--- config.mk ---
export PLATFORM = sky130hd
export DESIGN_NAME = sicr_top
export DESIGN_NICKNAME = d
export VERILOG_FILES = /design/src/logic/sicr_pkg.sv /design/src/logic/sicr_edge.sv /design/src/logic/sicr_sync.sv /design/src/logic/sicr_top.sv
export SDC_FILE = /design/constraint.sdc
export NUM_CORES = 1
export LEC_CHECK = 0
export BUFFER_PORTS_ARGS = -buffer_cell sky130_fd_sc_hd__clkbuf_2
export CAP_MARGIN = 25
export CORE_UTILIZATION = 43
export DETAILED_ROUTE_END_ITERATION = 7
export PLACE_DENSITY = 0.79
export SLEW_MARGIN = 25
export SYNTH_ARGS = -nofsm -noshare
export SYNTH_HDL_FRONTEND = slang
export SYNTH_SLANG_ARGS = --single-unit
--- constraint.sdc ---
create_clock -name CLK_SYS -period 2 [get_ports CLK_SYS]
set_input_delay 0.4 -clock CLK_SYS [delete_from_list [all_inputs] [get_ports CLK_SYS]]
set_output_delay 0.4 -clock CLK_SYS [all_outputs]
set_load 0.02 [all_outputs]
--- src/logic/sicr_pkg.sv ---
// Operation
// Bit 7 selects page: 0 reaches page 0 fields, 1 reaches page 1 fields.
// With warning interrupt enabled, each warning flag change raises request; cleared on service entry.
// Warning flag is read-only, follows comparator: 1 below threshold, 0 above.
// Undervoltage reset flag set by that reset, cleared by software writing zero.
// Undervoltage reset flag survives external and watchdog resets.
// Software writes zero to reserved bits: page 0 bit 3, page 1 bits 6,2,0.
// Clock guard interrupt requested when disturbance flag sets; ineffective while loop disabled.
// Disturbance flag set on oscillator loss; cleared by register read after recovery.
// Disturbance flag forced to zero while loop enable is zero.
// Watchdog reset flag set by watchdog reset; cleared by zero write or undervoltage reset.
// Reset flag pair encodes last reset source: pin, watchdog or undervoltage.
// Loop mode 0 follows charge pump (16 MHz); 1 grounds VCO (10 MHz).
// Session entry sets loop mode, loop enable and clock source select to one.
// Lock bit read-only, set by hardware when loop reaches frequency.
// Loop enable powers loop and detector; clearing refused while loop clock selected.
// Source select picks oscillator or loop; selecting loop refused while loop disabled.
// When option forces the source, software select writes do not affect the clock.
// After reset page 0 reads zero except reset flags; page 1 reads zero.
// Supply warning flag and interrupt operate only when undervoltage detection is optioned on.
// Both interrupts wake from Wait; only supply warning wakes from Halt.
// In Halt the clock guard is off; resumes on interrupt wake, reset wake restarts it.
// Page selector shared by both pages; writes touch only the selected page fields.
package sicr_pkg;
	localparam logic [1:0] SICR_ADDR_CTRL = 2'h0;
	localparam int SICR_DW = 32;
	localparam int B_PAGE = 7;
	localparam int B_P0_WIE = 6;
	localparam int B_P0_WFLAG = 5;
	localparam int B_P0_UVRF = 4;
	localparam int B_P0_GIE = 2;
	localparam int B_P0_DIST = 1;
	localparam int B_P0_WDRF = 0;
	localparam int B_P1_MODE = 5;
	localparam int B_P1_LOCK = 4;
	localparam int B_P1_LEN = 3;
	localparam int B_P1_SEL = 1;
	localparam logic [7:0] SICR_RESET_P1 = 8'h00;
	typedef enum logic [1:0] {
		SICR_RST_PIN = 2'b00,
		SICR_RST_WDOG = 2'b01,
		SICR_RST_UV = 2'b10
	} sicr_rst_type;
endpackage

--- src/logic/sicr_edge.sv ---
`timescale 1ns/10ps
`default_nettype none
// Sticky request on a chosen edge kind; set wins over clear
module sicr_edge (
	input wire logic clk,
	input wire logic rstn,
	input wire logic level,
	input wire logic any_edge,
	input wire logic enable,
	input wire logic clear,
	output logic pend
);
	logic last_q, pend_q;
	logic hit;
	assign hit = enable && (any_edge ? (level != last_q) : (level && !last_q));
	always_ff @(posedge clk) begin
		if (!rstn) begin
			last_q <= 1'b0;
			pend_q <= 1'b0;
		end else begin
			last_q <= level;
			pend_q <= hit || (pend_q && !clear && enable);
		end
	end
	assign pend = pend_q;
endmodule
`default_nettype wire

--- src/logic/sicr_sync.sv ---
`timescale 1ns/10ps
`default_nettype none
// Three-stage synchroniser; output changes only once stages two and three agree
module sicr_sync (
	input wire logic clk,
	input wire logic rstn,
	input wire logic din,
	output logic dout
);
	logic s1_q, s2_q, s3_q, out_q;
	always_ff @(posedge clk) begin
		if (!rstn) begin
			s1_q <= 1'b0;
			s2_q <= 1'b0;
			s3_q <= 1'b0;
			out_q <= 1'b0;
		end else begin
			s1_q <= din;
			s2_q <= s1_q;
			s3_q <= s2_q;
			if (s2_q == s3_q) begin
				out_q <= s3_q;
			end
		end
	end
	assign dout = out_q;
endmodule
`default_nettype wire

--- src/logic/sicr_top.sv ---
// Design decisions made here: the placing of the registers and the Avalon-MM register port.
`timescale 1ns/10ps
`default_nettype none
module sicr_top
	import sicr_pkg::*;
(
	input wire logic CLK_SYS,
	input wire logic RSTN,
	input wire logic [1:0] AVS_ADDRESS,
	input wire logic AVS_READ,
	input wire logic AVS_WRITE,
	input wire logic [sicr_pkg::SICR_DW-1:0] AVS_WRITEDATA,
	input wire logic [3:0] AVS_BYTEENABLE,
	output logic [sicr_pkg::SICR_DW-1:0] AVS_READDATA,
	output logic AVS_WAITREQUEST,
	input wire sicr_pkg::sicr_rst_type RESET_CAUSE,
	input wire logic UV_DETECT_OPTION,
	input wire logic SOURCE_OPTION,
	input wire logic SUPPLY_BELOW,
	input wire logic OSC_STOPPED,
	input wire logic LOOP_LOCKED,
	input wire logic SESSION_ENTRY,
	input wire logic HALT_MODE,
	input wire logic WAIT_MODE,
	input wire logic WARN_IRQ_ACK,
	input wire logic GUARD_IRQ_ACK,
	output logic WARN_IRQ,
	output logic GUARD_IRQ,
	output logic WAKE_REQ,
	output logic LOOP_ON,
	output logic DETECTOR_ON,
	output logic VCO_GROUNDED,
	output logic LOOP_CLOCK_USED
);
	import sicr_pkg::*;

	logic page_q, wie_q, gie_q, dist_q, uvrf_q, wdrf_q, mode_q, len_q, sel_q;
	logic ack_q, first_q;
	logic [7:0] rdata_q;
	logic supply_s, osc_s, lock_s;
	logic warn_pend, guard_pend;

	// Slow external levels pass the three-stage filter before use
	sicr_sync u_sync_supply (.clk(CLK_SYS), .rstn(RSTN), .din(SUPPLY_BELOW), .dout(supply_s));
	sicr_sync u_sync_osc (.clk(CLK_SYS), .rstn(RSTN), .din(OSC_STOPPED), .dout(osc_s));
	sicr_sync u_sync_lock (.clk(CLK_SYS), .rstn(RSTN), .din(LOOP_LOCKED), .dout(lock_s));

	// Bus decode; one wait cycle then answer
	wire hit = (AVS_ADDRESS == SICR_ADDR_CTRL);
	wire req = (AVS_READ || AVS_WRITE) && !ack_q;
	wire wr_go = AVS_WRITE && ack_q && hit && AVS_BYTEENABLE[0];
	wire rd_go = AVS_READ && ack_q && hit;
	wire [7:0] wd = AVS_WRITEDATA[7:0];
	assign AVS_WAITREQUEST = (AVS_READ || AVS_WRITE) && !ack_q;

	// Guard runs only with loop on and outside Halt; config kept through Halt
	wire guard_live = len_q && !HALT_MODE;
	wire warn_live = UV_DETECT_OPTION;
	wire flag_w = warn_live && supply_s;
	wire dist_rd = len_q ? dist_q : 1'b0;
	wire sel_eff = SOURCE_OPTION | sel_q;

	// Write gating per page
	wire wr_p0 = wr_go && !page_q;
	wire wr_p1 = wr_go && page_q;
	wire want_sel = wd[B_P1_SEL];
	wire want_len = wd[B_P1_LEN];
	wire sel_ok = !want_sel || want_len || len_q;
	// A source forced by option counts as selected, so the loop may not be switched off under it
	wire len_ok = want_len || !(sel_eff || (want_sel && sel_ok));

	wire [7:0] page0_v = {page_q, wie_q, flag_w, uvrf_q, 1'b0, gie_q, dist_rd, wdrf_q};
	wire [7:0] page1_v = {page_q, 1'b0, mode_q, lock_s && len_q, len_q, 1'b0, sel_q, 1'b0};
	wire [7:0] rd_v = page_q ? page1_v : page0_v;

	// Disturbance set while guard live, clear on read only after recovery
	wire dist_set = guard_live && osc_s;
	wire dist_clr = rd_go && !page_q && !osc_s;

	always_ff @(posedge CLK_SYS) begin
		if (!RSTN) begin
			ack_q <= 1'b0;
			rdata_q <= 8'h00;
		end else begin
			ack_q <= req;
			rdata_q <= (AVS_READ && !ack_q && hit) ? rd_v : rdata_q;
		end
	end
	assign AVS_READDATA = {24'h000000, rdata_q};

	// Control bits; reset returns them to zero, session entry forces loop clock
	always_ff @(posedge CLK_SYS) begin
		if (!RSTN) begin
			page_q <= 1'b0;
			wie_q <= 1'b0;
			gie_q <= 1'b0;
			mode_q <= 1'b0;
			len_q <= 1'b0;
			sel_q <= 1'b0;
		end else if (SESSION_ENTRY) begin
			mode_q <= 1'b1;
			len_q <= 1'b1;
			sel_q <= 1'b1;
		end else if (wr_go) begin
			page_q <= wd[B_PAGE];
			if (wr_p0) begin
				wie_q <= wd[B_P0_WIE];
				gie_q <= wd[B_P0_GIE];
			end
			if (wr_p1) begin
				mode_q <= wd[B_P1_MODE];
				if (len_ok) begin
					len_q <= want_len;
				end
				if (sel_ok) begin
					sel_q <= want_sel;
				end
			end
		end
	end

	always_ff @(posedge CLK_SYS) begin
		if (!RSTN) begin
			dist_q <= 1'b0;
		end else begin
			dist_q <= len_q && (dist_set || (dist_q && !dist_clr));
		end
	end

	// Reset-source flags: captured at first clock after release; undervoltage flag kept across pin/watchdog resets, watchdog flag cleared by pin reset
	always_ff @(posedge CLK_SYS) begin
		if (!RSTN) begin
			first_q <= 1'b1;
		end else begin
			first_q <= 1'b0;
		end
	end

	always_ff @(posedge CLK_SYS) begin
		if (RSTN && first_q) begin
			if (RESET_CAUSE == SICR_RST_UV) begin
				uvrf_q <= 1'b1;
				wdrf_q <= 1'b0;
			end else if (RESET_CAUSE == SICR_RST_WDOG) begin
				wdrf_q <= 1'b1;
			end else begin
				wdrf_q <= 1'b0;
			end
		end else if (wr_p0) begin
			if (!wd[B_P0_UVRF]) begin
				uvrf_q <= 1'b0;
			end
			if (!wd[B_P0_WDRF]) begin
				wdrf_q <= 1'b0;
			end
		end
	end

	// Requests: warning on any flag change, guard on disturbance set
	sicr_edge u_warn (.clk(CLK_SYS), .rstn(RSTN), .level(flag_w), .any_edge(1'b1),
		.enable(wie_q && warn_live), .clear(WARN_IRQ_ACK), .pend(warn_pend));
	sicr_edge u_guard (.clk(CLK_SYS), .rstn(RSTN), .level(dist_rd), .any_edge(1'b0),
		.enable(gie_q && len_q), .clear(GUARD_IRQ_ACK), .pend(guard_pend));

	assign WARN_IRQ = warn_pend;
	assign GUARD_IRQ = guard_pend;
	assign WAKE_REQ = warn_pend || (guard_pend && WAIT_MODE);
	assign LOOP_ON = len_q;
	assign DETECTOR_ON = guard_live;
	assign VCO_GROUNDED = mode_q;
	assign LOOP_CLOCK_USED = sel_eff && len_q;

	warn_flag_a: assert property (@(posedge CLK_SYS) disable iff (!RSTN)
		!UV_DETECT_OPTION |-> !page0_v[B_P0_WFLAG]) else $error("warning flag with detection off");
	dist_forced_a: assert property (@(posedge CLK_SYS) disable iff (!RSTN)
		!len_q |-> !page0_v[B_P0_DIST]) else $error("disturbance flag set while loop off");
	len_keep_a: assert property (@(posedge CLK_SYS) disable iff (!RSTN)
		(sel_q && !SESSION_ENTRY) |=> len_q) else $error("loop disabled while selected");
	sel_need_a: assert property (@(posedge CLK_SYS) disable iff (!RSTN)
		$rose(sel_q) |-> len_q || $past(SESSION_ENTRY)) else $error("loop clock chosen while off");
	session_set_a: assert property (@(posedge CLK_SYS) disable iff (!RSTN)
		SESSION_ENTRY |=> mode_q && len_q && sel_q) else $error("session entry did not set bits");
	guard_irq_a: assert property (@(posedge CLK_SYS) disable iff (!RSTN)
		($rose(dist_rd) && gie_q && len_q) |=> GUARD_IRQ) else $error("guard request missing");
	warn_irq_a: assert property (@(posedge CLK_SYS) disable iff (!RSTN)
		($changed(flag_w) && wie_q && warn_live) |=> WARN_IRQ) else $error("warning request missing");
	wdrf_clear_a: assert property (@(posedge CLK_SYS) disable iff (!RSTN)
		(wr_p0 && !wd[B_P0_WDRF] && !first_q) |=> !wdrf_q) else $error("watchdog flag not cleared");
	page_rd_a: assert property (@(posedge CLK_SYS) disable iff (!RSTN)
		page_q |-> rd_v[B_P1_LEN] == len_q) else $error("page one not shown");
endmodule
`default_nettype wire
# Word level (Yosys, flattened, before mapping)
# Cells that the tools add are included.
# totals
ff_bits,35
latch_bits,0
ram_bits,0
mem_bits_ro,0
wordCells,125
memories,0
# op_classes
add_sub_neg,0
multipliers,0
div_mod_pow,0
magnitude_cmp,0
eq_ne,9
shift,0
muxes,23
bitwise_logic,2
n_reduce_logical,63
# op_table
cell,n
$logic_and A1 B1 Y1,31
$mux W1,22
$reduce_and A3 Y1,4
$logic_not A1 Y1,10
$reduce_bool A2 Y1,5
$logic_or A1 B1 Y1,9
$mux W8,1
$ne A2 B1 Y1 const B,3
$reduce_and A2 Y1,3
$eq A1 B1 Y1,3
$eq A2 B1 Y1 const B,1
$eq A2 B2 Y1 const B,1
$logic_not A2 Y1,1
$ne A1 B1 Y1,1
$not A1 Y1,1
$or A1 B1 Y1,1

# Logic depth before layout (Yosys ltp)
# Gate-level depths: netlist of the first run.
# depth
depth_word,11
ltp_mapped,5

# Modules after synthesis
# Synthesis of the first run repeated with hierarchy kept, for this count alone.
# unflattened
cells_unflattened,180
area_unflattened_um2,1642.8
# by_module_without_submodules
mod,instances,cells_each,area_each_um2
sicr_top,1,130,1111.1
sicr_sync,3,10,116.4
sicr_edge,2,10,91.3

# Worst setup path before layout of the first run
# No wires, ideal clock.
# synth_path
path_kind,input to register
startpoint,in AVS_ADDRESS[0]
endpoint,"reg uvrf_q, enable pin"
setup_ns,0.314
t_arrival_ns,1.326
required_time_ns,1.686
setup_slack_ns,0.360
cell_stages,4
path_buffers,1
cell_sequence,clkbuf_2 > nand4bb_4 > or3_1 > o31ai_2
# synth_between
elab_chain_len,6
# synth_lines
item,line,source
start: declaration,sicr_top.sv:9,"input wire logic [1:0] AVS_ADDRESS,"
$logic_not A2 Y1,sicr_top.sv:49,wire hit = (AVS_ADDRESS == SICR_ADDR_CTRL);
$logic_and A1 B1 Y1 (2 in series),sicr_top.sv:51,wire wr_go = AVS_WRITE && ack_q && hit && AVS_BYTEENABLE[0];
$logic_and A1 B1 Y1,sicr_top.sv:64,wire wr_p0 = wr_go && !page_q;
$reduce_bool A2 Y1 (no line),n/a,
$reduce_and A3 Y1 (no line),n/a,
end signal: assignment,sicr_top.sv:142,uvrf_q <= 1'b1;
end signal: assignment,sicr_top.sv:151,uvrf_q <= 1'b0;
end: declaration,sicr_top.sv:37,"logic page_q, wie_q, gie_q, dist_q, uvrf_q, wdrf_q, mode_q, len_q, sel_q;"
# Every way passes these cells.
# A chain may end at the register's enable or synchronous reset.

# Worst setup path in the final report of the first run
# layout_path
startpoint,reg sel_q
endpoint,out LOOP_CLOCK_USED
# layout_between
elab_chain_len,2
# layout_lines
item,line,source
start: declaration,sicr_top.sv:37,
start signal: assignment,sicr_top.sv:116,sel_q <= want_sel;
$or A1 B1 Y1,sicr_top.sv:61,wire sel_eff = SOURCE_OPTION | sel_q;
$logic_and A1 B1 Y1,sicr_top.sv:171,assign LOOP_CLOCK_USED = sel_eff && len_q;
end: declaration,sicr_top.sv:33,output logic LOOP_CLOCK_USED
# Every way passes these cells.

==> flow_results.xml, run 1 <==
<?xml version="1.0" encoding="UTF-8"?>
<metrics>
  <group name="routing">
    <metric name="drc_errors" unit="">0</metric>
    <metric name="postRouteWirelength" unit="µm">3090</metric>
    <metric name="vias_per_cell" unit="">4.77</metric>
    <metric name="detailroute.via_count" unit="">1255</metric>
    <metric name="routedWlPerCell" unit="µm">11.7</metric>
    <metric name="drt_first_iter_violations" unit="">42</metric>
    <metric name="ant_nets" unit="">0</metric>
    <metric name="detail_route.first_pass.iterations" unit="">4</metric>
  </group>
  <group name="power_and_ir_drop">
    <metric name="power.share.switching" unit="">0.254</metric>
    <metric name="peakVddDrop" unit="mV">0.506</metric>
    <metric name="share_of_power_burned_in_registers" unit="">0.503</metric>
    <metric name="pwr-share-clk" unit="">0.383</metric>
    <metric name="power.switching" unit="µW">371</metric>
    <metric name="power.share.combinational" unit="">0.114</metric>
    <metric name="cell_internal_pwr" unit="µW">1090</metric>
    <metric name="power_leakage" unit="µW">0.000840</metric>
    <metric name="power_per_cell_area" unit="nW/µm²">780</metric>
    <metric name="report.power.total" unit="µW">1460</metric>
  </group>
  <group name="floorplan">
    <metric name="boundaryPins" unit="">94</metric>
    <metric name="initial_utilization" unit="">0.466</metric>
    <metric name="die_area" unit="µm²">4010</metric>
    <metric name="design.core.area" unit="µm²">3470</metric>
    <metric name="floorplan_die_height" unit="µm">63.3</metric>
    <metric name="die_x" unit="µm">63.3</metric>
    <metric name="rows" unit="">21</metric>
  </group>
  <group name="logic_synthesis">
    <metric name="syn_area" unit="µm²">1620</metric>
    <metric name="number_of_synthesized_flops_with_an_enable_pin" unit="">2</metric>
    <metric name="ys.flop_type" unit="">sky130_fd_sc_hd__dfxtp_1</metric>
    <metric name="synthDistinctLibCells" unit="">48</metric>
    <metric name="synth.avg_cell_area" unit="µm²">9.34</metric>
    <metric name="synth-seq-area-share" unit="">0.446</metric>
    <metric name="yosysTopAreaCell" unit="">sky130_fd_sc_hd__dfxtp_1</metric>
    <metric name="synthMostInstantiatedCell" unit="">sky130_fd_sc_hd__dfxtp_1</metric>
    <metric name="post_syn_instances" unit="">173</metric>
    <metric name="yosys-top-cells-area" unit="">sky130_fd_sc_hd__dfxtp_1, sky130_fd_sc_hd__buf_4, sky130_fd_sc_hd__nand2_1</metric>
    <metric name="async_reset_ff_frac" unit="">0</metric>
    <metric name="yosys_warnings" unit="">0</metric>
    <metric name="synth_commonest_cells" unit="">sky130_fd_sc_hd__dfxtp_1, sky130_fd_sc_hd__buf_4, sky130_fd_sc_hd__nand2_1</metric>
    <metric name="yosys.area.top_type_share" unit="">0.409</metric>
    <metric name="synth.ff_latch_count" unit="">35</metric>
  </group>
  <group name="grt">
    <metric name="grt-ovfl-total" unit="">0</metric>
    <metric name="first_global_vias" unit="">1141</metric>
    <metric name="first_pass_grt_wire_length" unit="µm">5190</metric>
    <metric name="initial_antenna_violation_count" unit="">0</metric>
    <metric name="global_route_usage_over_all_layers" unit="">0.174</metric>
    <metric name="maximum_number_of_pins_on_one_net_before_global_route_repair" unit="">16</metric>
  </group>
  <group name="critical_path">
    <metric name="timing.critical_path.slowest_cell_delay" unit="ns">0.33</metric>
    <metric name="worst_path_max_delay_cell" unit="">sky130_fd_sc_hd__dfxtp_1</metric>
    <metric name="critPathCaptureType" unit="">primary output</metric>
    <metric name="crit_chain" unit="">or2_2 -&gt; and2_1 -&gt; clkbuf_2</metric>
    <metric name="timing.critical_path.required" unit="ns">1.60</metric>
    <metric name="path_class" unit="">reg -&gt; out</metric>
    <metric name="worstSetupStartpointType" unit="">flip-flop</metric>
    <metric name="worstPathArrival" unit="ns">1.23</metric>
    <metric name="critical_path.max_fanout" unit="">3</metric>
  </group>
  <group name="finish">
    <metric name="postLayoutCellArea" unit="µm²">1880</metric>
    <metric name="nNetsFinal" unit="">270</metric>
    <metric name="largest_reg_flops" unit="">8</metric>
    <metric name="n_fill_cell" unit="">360</metric>
    <metric name="regMostFlops" unit="">rdata_q</metric>
    <metric name="drive_above_1_share" unit="">0.276</metric>
    <metric name="antenna_cells" unit="">0</metric>
    <metric name="layout-area-overhead-vs-synth" unit="%">16.0</metric>
  </group>
  <group name="timing">
    <metric name="period_share" unit="">0.814</metric>
    <metric name="finalSetupTns" unit="ns">0</metric>
    <metric name="drv_slew" unit="">0</metric>
    <metric name="worst_hold_slack" unit="ns">0.310</metric>
    <metric name="setup_viol" unit="">0</metric>
    <metric name="hold_violations_final" unit="">0</metric>
    <metric name="clock-skew-final" unit="ns">0.00734</metric>
    <metric name="setup_repair_after_global_routing_missed_its_margin" unit="">false</metric>
    <metric name="layout_min_cycle_time" unit="ns">1.63</metric>
    <metric name="timing.final.ws_setup" unit="ns">0.373</metric>
    <metric name="achievable-frequency" unit="MHz">615</metric>
  </group>
  <group name="clock_tree">
    <metric name="clock_tree.root_cell" unit="">sky130_fd_sc_hd__clkbuf_8</metric>
    <metric name="clock-sinks" unit="">35</metric>
    <metric name="post_cts_hold_buffer_count" unit="">0</metric>
    <metric name="numCtsBuffers" unit="">5</metric>
    <metric name="postCtsResizedCells" unit="">0</metric>
    <metric name="htree_num_levels" unit="">2</metric>
    <metric name="cts_tree" unit="">done</metric>
    <metric name="post-cts-setup-buffers" unit="">0</metric>
    <metric name="cts_buffer_depth" unit="">2</metric>
    <metric name="clkTransAtPathRegs" unit="ns">0.07</metric>
    <metric name="clkLatencyLatePin" unit="ns">0.29</metric>
  </group>
  <group name="placement">
    <metric name="portBuffers" unit="">42</metric>
    <metric name="place_area" unit="µm²">1780</metric>
    <metric name="gp_weighted_congestion" unit="">0.779</metric>
    <metric name="hpwlAfterDp" unit="µm">2260</metric>
    <metric name="pre_cts_ws" unit="ns">0.238</metric>
  </group>
  <group name="status">
    <metric name="status" unit="">finished, final reports clean</metric>
  </group>
  <group name="worst_hold_path">
    <metric name="type_of_the_most_critical_hold_path" unit="">in -&gt; reg</metric>
  </group>
  <group name="run">
    <metric name="max_cap_viol_count" unit="">0</metric>
  </group>
</metrics>
cell type report:
| type | instances | area [µm²] | share of cell area |
|---|---|---|---|
| Multi-Input combinational cell | 122 | 734 | 0.392 |
| Sequential cell | 35 | 721 | 0.384 |
| Timing Repair Buffer | 46 | 240 | 0.128 |
| Clock buffer | 8 | 100 | 0.0534 |
| Tap cell | 46 | 57.6 | 0.0307 |
| Inverter | 6 | 22.5 | 0.0120 |
worst max-delay path: cells and delay by family (launching register included):
kind                   cells  cell delay [ns]
and+or+nand+nor            2             0.47
buffers and inverters      1             0.15
DFF                        1             0.33
power groups by stage:
stage	logic [µW]	clock network, µW	registers [µW]
after floorplan	145	0	754
after global placement	165	0	752
after detailed placement	167	0	753
after CTS	168	571	737
after global routing	183	612	739
final	167	560	736
path summary, 6_finish.rpt:
path	end	cells after the start	slack [ns]	from
max	LOOP_CLOCK_USED	3	0.37	sel_q$_SDFFE_PN0P_
min	u_sync_lock.s1_q$_SDFF_PN0_	2	0.31	LOOP_LOCKED
max reg2reg	rdata_q[2]$_SDFFE_PN0P_	4	0.53	ack_q$_SDFF_PN0_
min reg2reg	u_sync_osc.s2_q$_SDFF_PN0_	1	0.43	u_sync_osc.s1_q$_SDFF_PN0_
cells by family after synthesis:
logic type | after synthesis | synth area share
and+or+nand+nor | 61 | 0.237
DFF | 35 | 0.446
muxes | 1 | 0.00619
xor gates and xnor gates | 1 | 0.00542
AOI/OAI and AO/OA | 35 | 0.150
other | 1 | 0.00232
buffers and inverters | 39 | 0.153
through the flow:
step,util,std cells
3_3_place_gp,0.512,255
2_1_floorplan,-,196
5_1_grt,0.541,263
6_report,0.541,263
3_5_place_dp,0.512,255
4_1_cts,0.541,263
cell usage in the layout (no fill, tap or decap), types with 2 or more instances in the layout:
cell and n:
sky130_fd_sc_hd__a21oi_1 12, sky130_fd_sc_hd__and2_1 10, sky130_fd_sc_hd__and3_1 3, sky130_fd_sc_hd__buf_4 4, sky130_fd_sc_hd__clkbuf_2 42, sky130_fd_sc_hd__clkbuf_8 7, sky130_fd_sc_hd__conb_1 24, sky130_fd_sc_hd__dfxtp_1 33
sky130_fd_sc_hd__edfxtp_1 2, sky130_fd_sc_hd__inv_1 6, sky130_fd_sc_hd__nand2_1 17, sky130_fd_sc_hd__nand3_1 2, sky130_fd_sc_hd__nand3b_1 4, sky130_fd_sc_hd__nand4_1 3, sky130_fd_sc_hd__nor2_1 6, sky130_fd_sc_hd__o211a_1 2
sky130_fd_sc_hd__o211ai_1 2, sky130_fd_sc_hd__o21ai_0 3, sky130_fd_sc_hd__o22ai_1 2, sky130_fd_sc_hd__o311a_1 2, sky130_fd_sc_hd__o31ai_1 3, sky130_fd_sc_hd__o41ai_1 2, sky130_fd_sc_hd__or2_2 2, sky130_fd_sc_hd__or3_1 2
layer usage:
metal,GRT usage,wire length [µm],vias up
met5,0,0,-
met4,0.102,68,0
met3,0.0634,214,6
met2,0.262,1400,53
met1,0.210,1410,550
li1,-,-,646
No activity file was read; power rests on OpenSTA's default activity.
==> run 2: changes to the inputs <==
==> constraint.sdc (replaced) <==
create_clock -name CLK_SYS -period 1.5 [get_ports CLK_SYS]
set_input_delay 0.3 -clock CLK_SYS [delete_from_list [all_inputs] [get_ports CLK_SYS]]
set_output_delay 0.3 -clock CLK_SYS [all_outputs]
set_load 0.02 [all_outputs]
==> flow_results.xml, run 2 (synthesis gave the netlist of run 1 again) <==
<?xml version="1.0" encoding="UTF-8"?>
<metrics>
  <group name="status">
    <metric name="status" unit="">finished, final reports clean</metric>
  </group>
  <group name="timing">
    <metric name="actual_slew_at_the_worst_max_slew_pin" unit="ns">0.484</metric>
    <metric name="slew_headroom" unit="">0.673</metric>
    <metric name="clock-skew-final" unit="ns">0.00286</metric>
    <metric name="worst_hold_slack" unit="ns">0.220</metric>
    <metric name="setup_viol" unit="">0</metric>
    <metric name="period_share" unit="">0.954</metric>
    <metric name="drv_slew" unit="">0</metric>
    <metric name="setup_repair_after_global_routing_missed_its_margin" unit="">false</metric>
    <metric name="timing.final.ws_setup" unit="ns">0.0683</metric>
    <metric name="layout_min_cycle_time" unit="ns">1.43</metric>
    <metric name="hold_violations_final" unit="">0</metric>
    <metric name="achievable-frequency" unit="MHz">698</metric>
  </group>
  <group name="routing">
    <metric name="vias_per_cell" unit="">4.80</metric>
    <metric name="detailroute.via_count" unit="">1300</metric>
    <metric name="postRouteWirelength" unit="µm">3150</metric>
    <metric name="drc_errors" unit="">0</metric>
    <metric name="drt_first_iter_violations" unit="">44</metric>
    <metric name="ant_nets" unit="">0</metric>
    <metric name="routedWlPerCell" unit="µm">11.6</metric>
    <metric name="detail_route.first_pass.iterations" unit="">4</metric>
  </group>
  <group name="power_and_ir_drop">
    <metric name="power_per_cell_area" unit="nW/µm²">993</metric>
    <metric name="power.share.switching" unit="">0.248</metric>
    <metric name="pwr-share-clk" unit="">0.373</metric>
    <metric name="peakVddDrop" unit="mV">0.540</metric>
    <metric name="power.share.combinational" unit="">0.128</metric>
    <metric name="power.switching" unit="µW">490</metric>
    <metric name="share_of_power_burned_in_registers" unit="">0.500</metric>
    <metric name="report.power.total" unit="µW">1970</metric>
    <metric name="cell_internal_pwr" unit="µW">1480</metric>
    <metric name="power_leakage" unit="µW">0.000897</metric>
  </group>
  <group name="grt">
    <metric name="grt-ovfl-total" unit="">0</metric>
    <metric name="maximum_number_of_pins_on_one_net_before_global_route_repair" unit="">22</metric>
    <metric name="initial_antenna_violation_count" unit="">0</metric>
    <metric name="global_route_usage_over_all_layers" unit="">0.163</metric>
    <metric name="first_global_vias" unit="">1116</metric>
    <metric name="first_pass_grt_wire_length" unit="µm">4930</metric>
  </group>
  <group name="clock_tree">
    <metric name="clock-sinks" unit="">35</metric>
    <metric name="clock_tree.root_cell" unit="">sky130_fd_sc_hd__clkbuf_8</metric>
    <metric name="post_cts_hold_buffer_count" unit="">0</metric>
    <metric name="cts_buffer_depth" unit="">2</metric>
    <metric name="htree_num_levels" unit="">2</metric>
    <metric name="clkTransAtPathRegs" unit="ns">0.07</metric>
    <metric name="numCtsBuffers" unit="">5</metric>
    <metric name="clkLatencyLatePin" unit="ns">0.28</metric>
    <metric name="cts_tree" unit="">done</metric>
  </group>
  <group name="critical_path">
    <metric name="worstPathArrival" unit="ns">1.13</metric>
    <metric name="worstSetupStartpointType" unit="">flip-flop</metric>
    <metric name="crit_chain" unit="">or2_4 -&gt; and2_4 -&gt; clkbuf_8</metric>
    <metric name="path_class" unit="">reg -&gt; out</metric>
    <metric name="critical_path.max_fanout" unit="">2</metric>
    <metric name="r2r_slack" unit="ns">0.14</metric>
    <metric name="timing.critical_path.required" unit="ns">1.20</metric>
    <metric name="critPathCaptureType" unit="">primary output</metric>
    <metric name="crit_buf_inv" unit="">1</metric>
    <metric name="timing.critical_path.slowest_cell_delay" unit="ns">0.32</metric>
    <metric name="critical_path.top_delay_family" unit="">simple AND/OR/NAND/NOR gates</metric>
    <metric name="worst_path_max_delay_cell" unit="">sky130_fd_sc_hd__dfxtp_2</metric>
  </group>
  <group name="finish">
    <metric name="layout-area-overhead-vs-synth" unit="%">22.8</metric>
    <metric name="final_common_cell" unit="">sky130_fd_sc_hd__clkbuf_2</metric>
    <metric name="nNetsFinal" unit="">278</metric>
    <metric name="drive_above_1_share" unit="">0.324</metric>
    <metric name="largest_reg_flops" unit="">8</metric>
    <metric name="postLayoutCellArea" unit="µm²">1990</metric>
    <metric name="antenna_cells" unit="">0</metric>
    <metric name="layout_common_cells" unit="">sky130_fd_sc_hd__clkbuf_2, sky130_fd_sc_hd__dfxtp_1, sky130_fd_sc_hd__conb_1, sky130_fd_sc_hd__nand2_1, sky130_fd_sc_hd__a21oi_1</metric>
    <metric name="regMostFlops" unit="">rdata_q</metric>
  </group>
  <group name="placement">
    <metric name="hpwlAfterDp" unit="µm">2380</metric>
    <metric name="portBuffers" unit="">42</metric>
    <metric name="pre_cts_ws" unit="ns">-0.0220</metric>
    <metric name="gp_weighted_congestion" unit="">0.876</metric>
    <metric name="place_area" unit="µm²">1860</metric>
  </group>
  <group name="floorplan">
    <metric name="die_x" unit="µm">63.3</metric>
    <metric name="initial_utilization" unit="">0.466</metric>
    <metric name="rows" unit="">21</metric>
    <metric name="die_area" unit="µm²">4010</metric>
    <metric name="design.core.area" unit="µm²">3470</metric>
    <metric name="floorplan_die_height" unit="µm">63.3</metric>
    <metric name="boundaryPins" unit="">94</metric>
  </group>
  <group name="worst_hold_path">
    <metric name="type_of_the_most_critical_hold_path" unit="">in -&gt; reg</metric>
  </group>
  <group name="run">
    <metric name="max_cap_viol_count" unit="">0</metric>
  </group>
</metrics>
run 2: final timing paths:
check / start / end / cells after the start
min: OSC_STOPPED / u_sync_osc.s1_q$_SDFF_PN0_ / 2
max: sel_q$_SDFFE_PN0P_ / LOOP_CLOCK_USED / 3
max reg2reg: ack_q$_SDFF_PN0_ / uvrf_q$_DFFE_PP_ / 3
min reg2reg: u_sync_supply.s1_q$_SDFF_PN0_ / u_sync_supply.s2_q$_SDFF_PN0_ / 1
run 2: layout make-up:
type | instances | area (µm²)
Tap cell | 46 | 57.6
Fill cell | 337 | 1480
Clock buffer | 8 | 100
Inverter | 6 | 22.5
Timing Repair Buffer | 54 | 334
Sequential cell | 35 | 727
Multi-Input combinational cell | 122 | 744
run 2: layer usage:
layer	share of wire	wire [µm]	vias to the layer above	track usage
met4	0.017	54	0	0.0938
met3	0.053	168	5	0.0453
met1	0.45	1420	586	0.196
met2	0.48	1510	49	0.258
li1	-	-	660	-
met5	0	0	-	0
run 2: what timing repair did:
item | in CTS | in global routing
setup endpoints to repair | 4 | 2
setup buffers | 1 | 0
gates cloned | 0 | 0
endpoints found under the hold margin | 0 | 0
gates resized for setup | 6 | 2
run 2: per-stage QoR:
| stage | instances | setup TNS (ns) | utilization |
|---|---|---|---|
| final | 271 | 0 | 0.573 |
| after global placement | 262 | 0 | 0.536 |
| after CTS | 271 | 0 | 0.571 |
| after floorplan | 196 | -0.0308 | - |
| after detailed placement | 262 | -0.0288 | 0.536 |
| after global routing | 271 | 0 | 0.573 |
run 2: power by group through the flow:
stage | sequential, µW | clock, µW | combinational (µW)
6_report | 985 | 735 | 252
3_3_place_gp | 1010 | 0 | 238
5_1_grt | 989 | 792 | 272
3_5_place_dp | 1010 | 0 | 241
2_1_floorplan | 1010 | 0 | 194
4_1_cts | 986 | 747 | 253
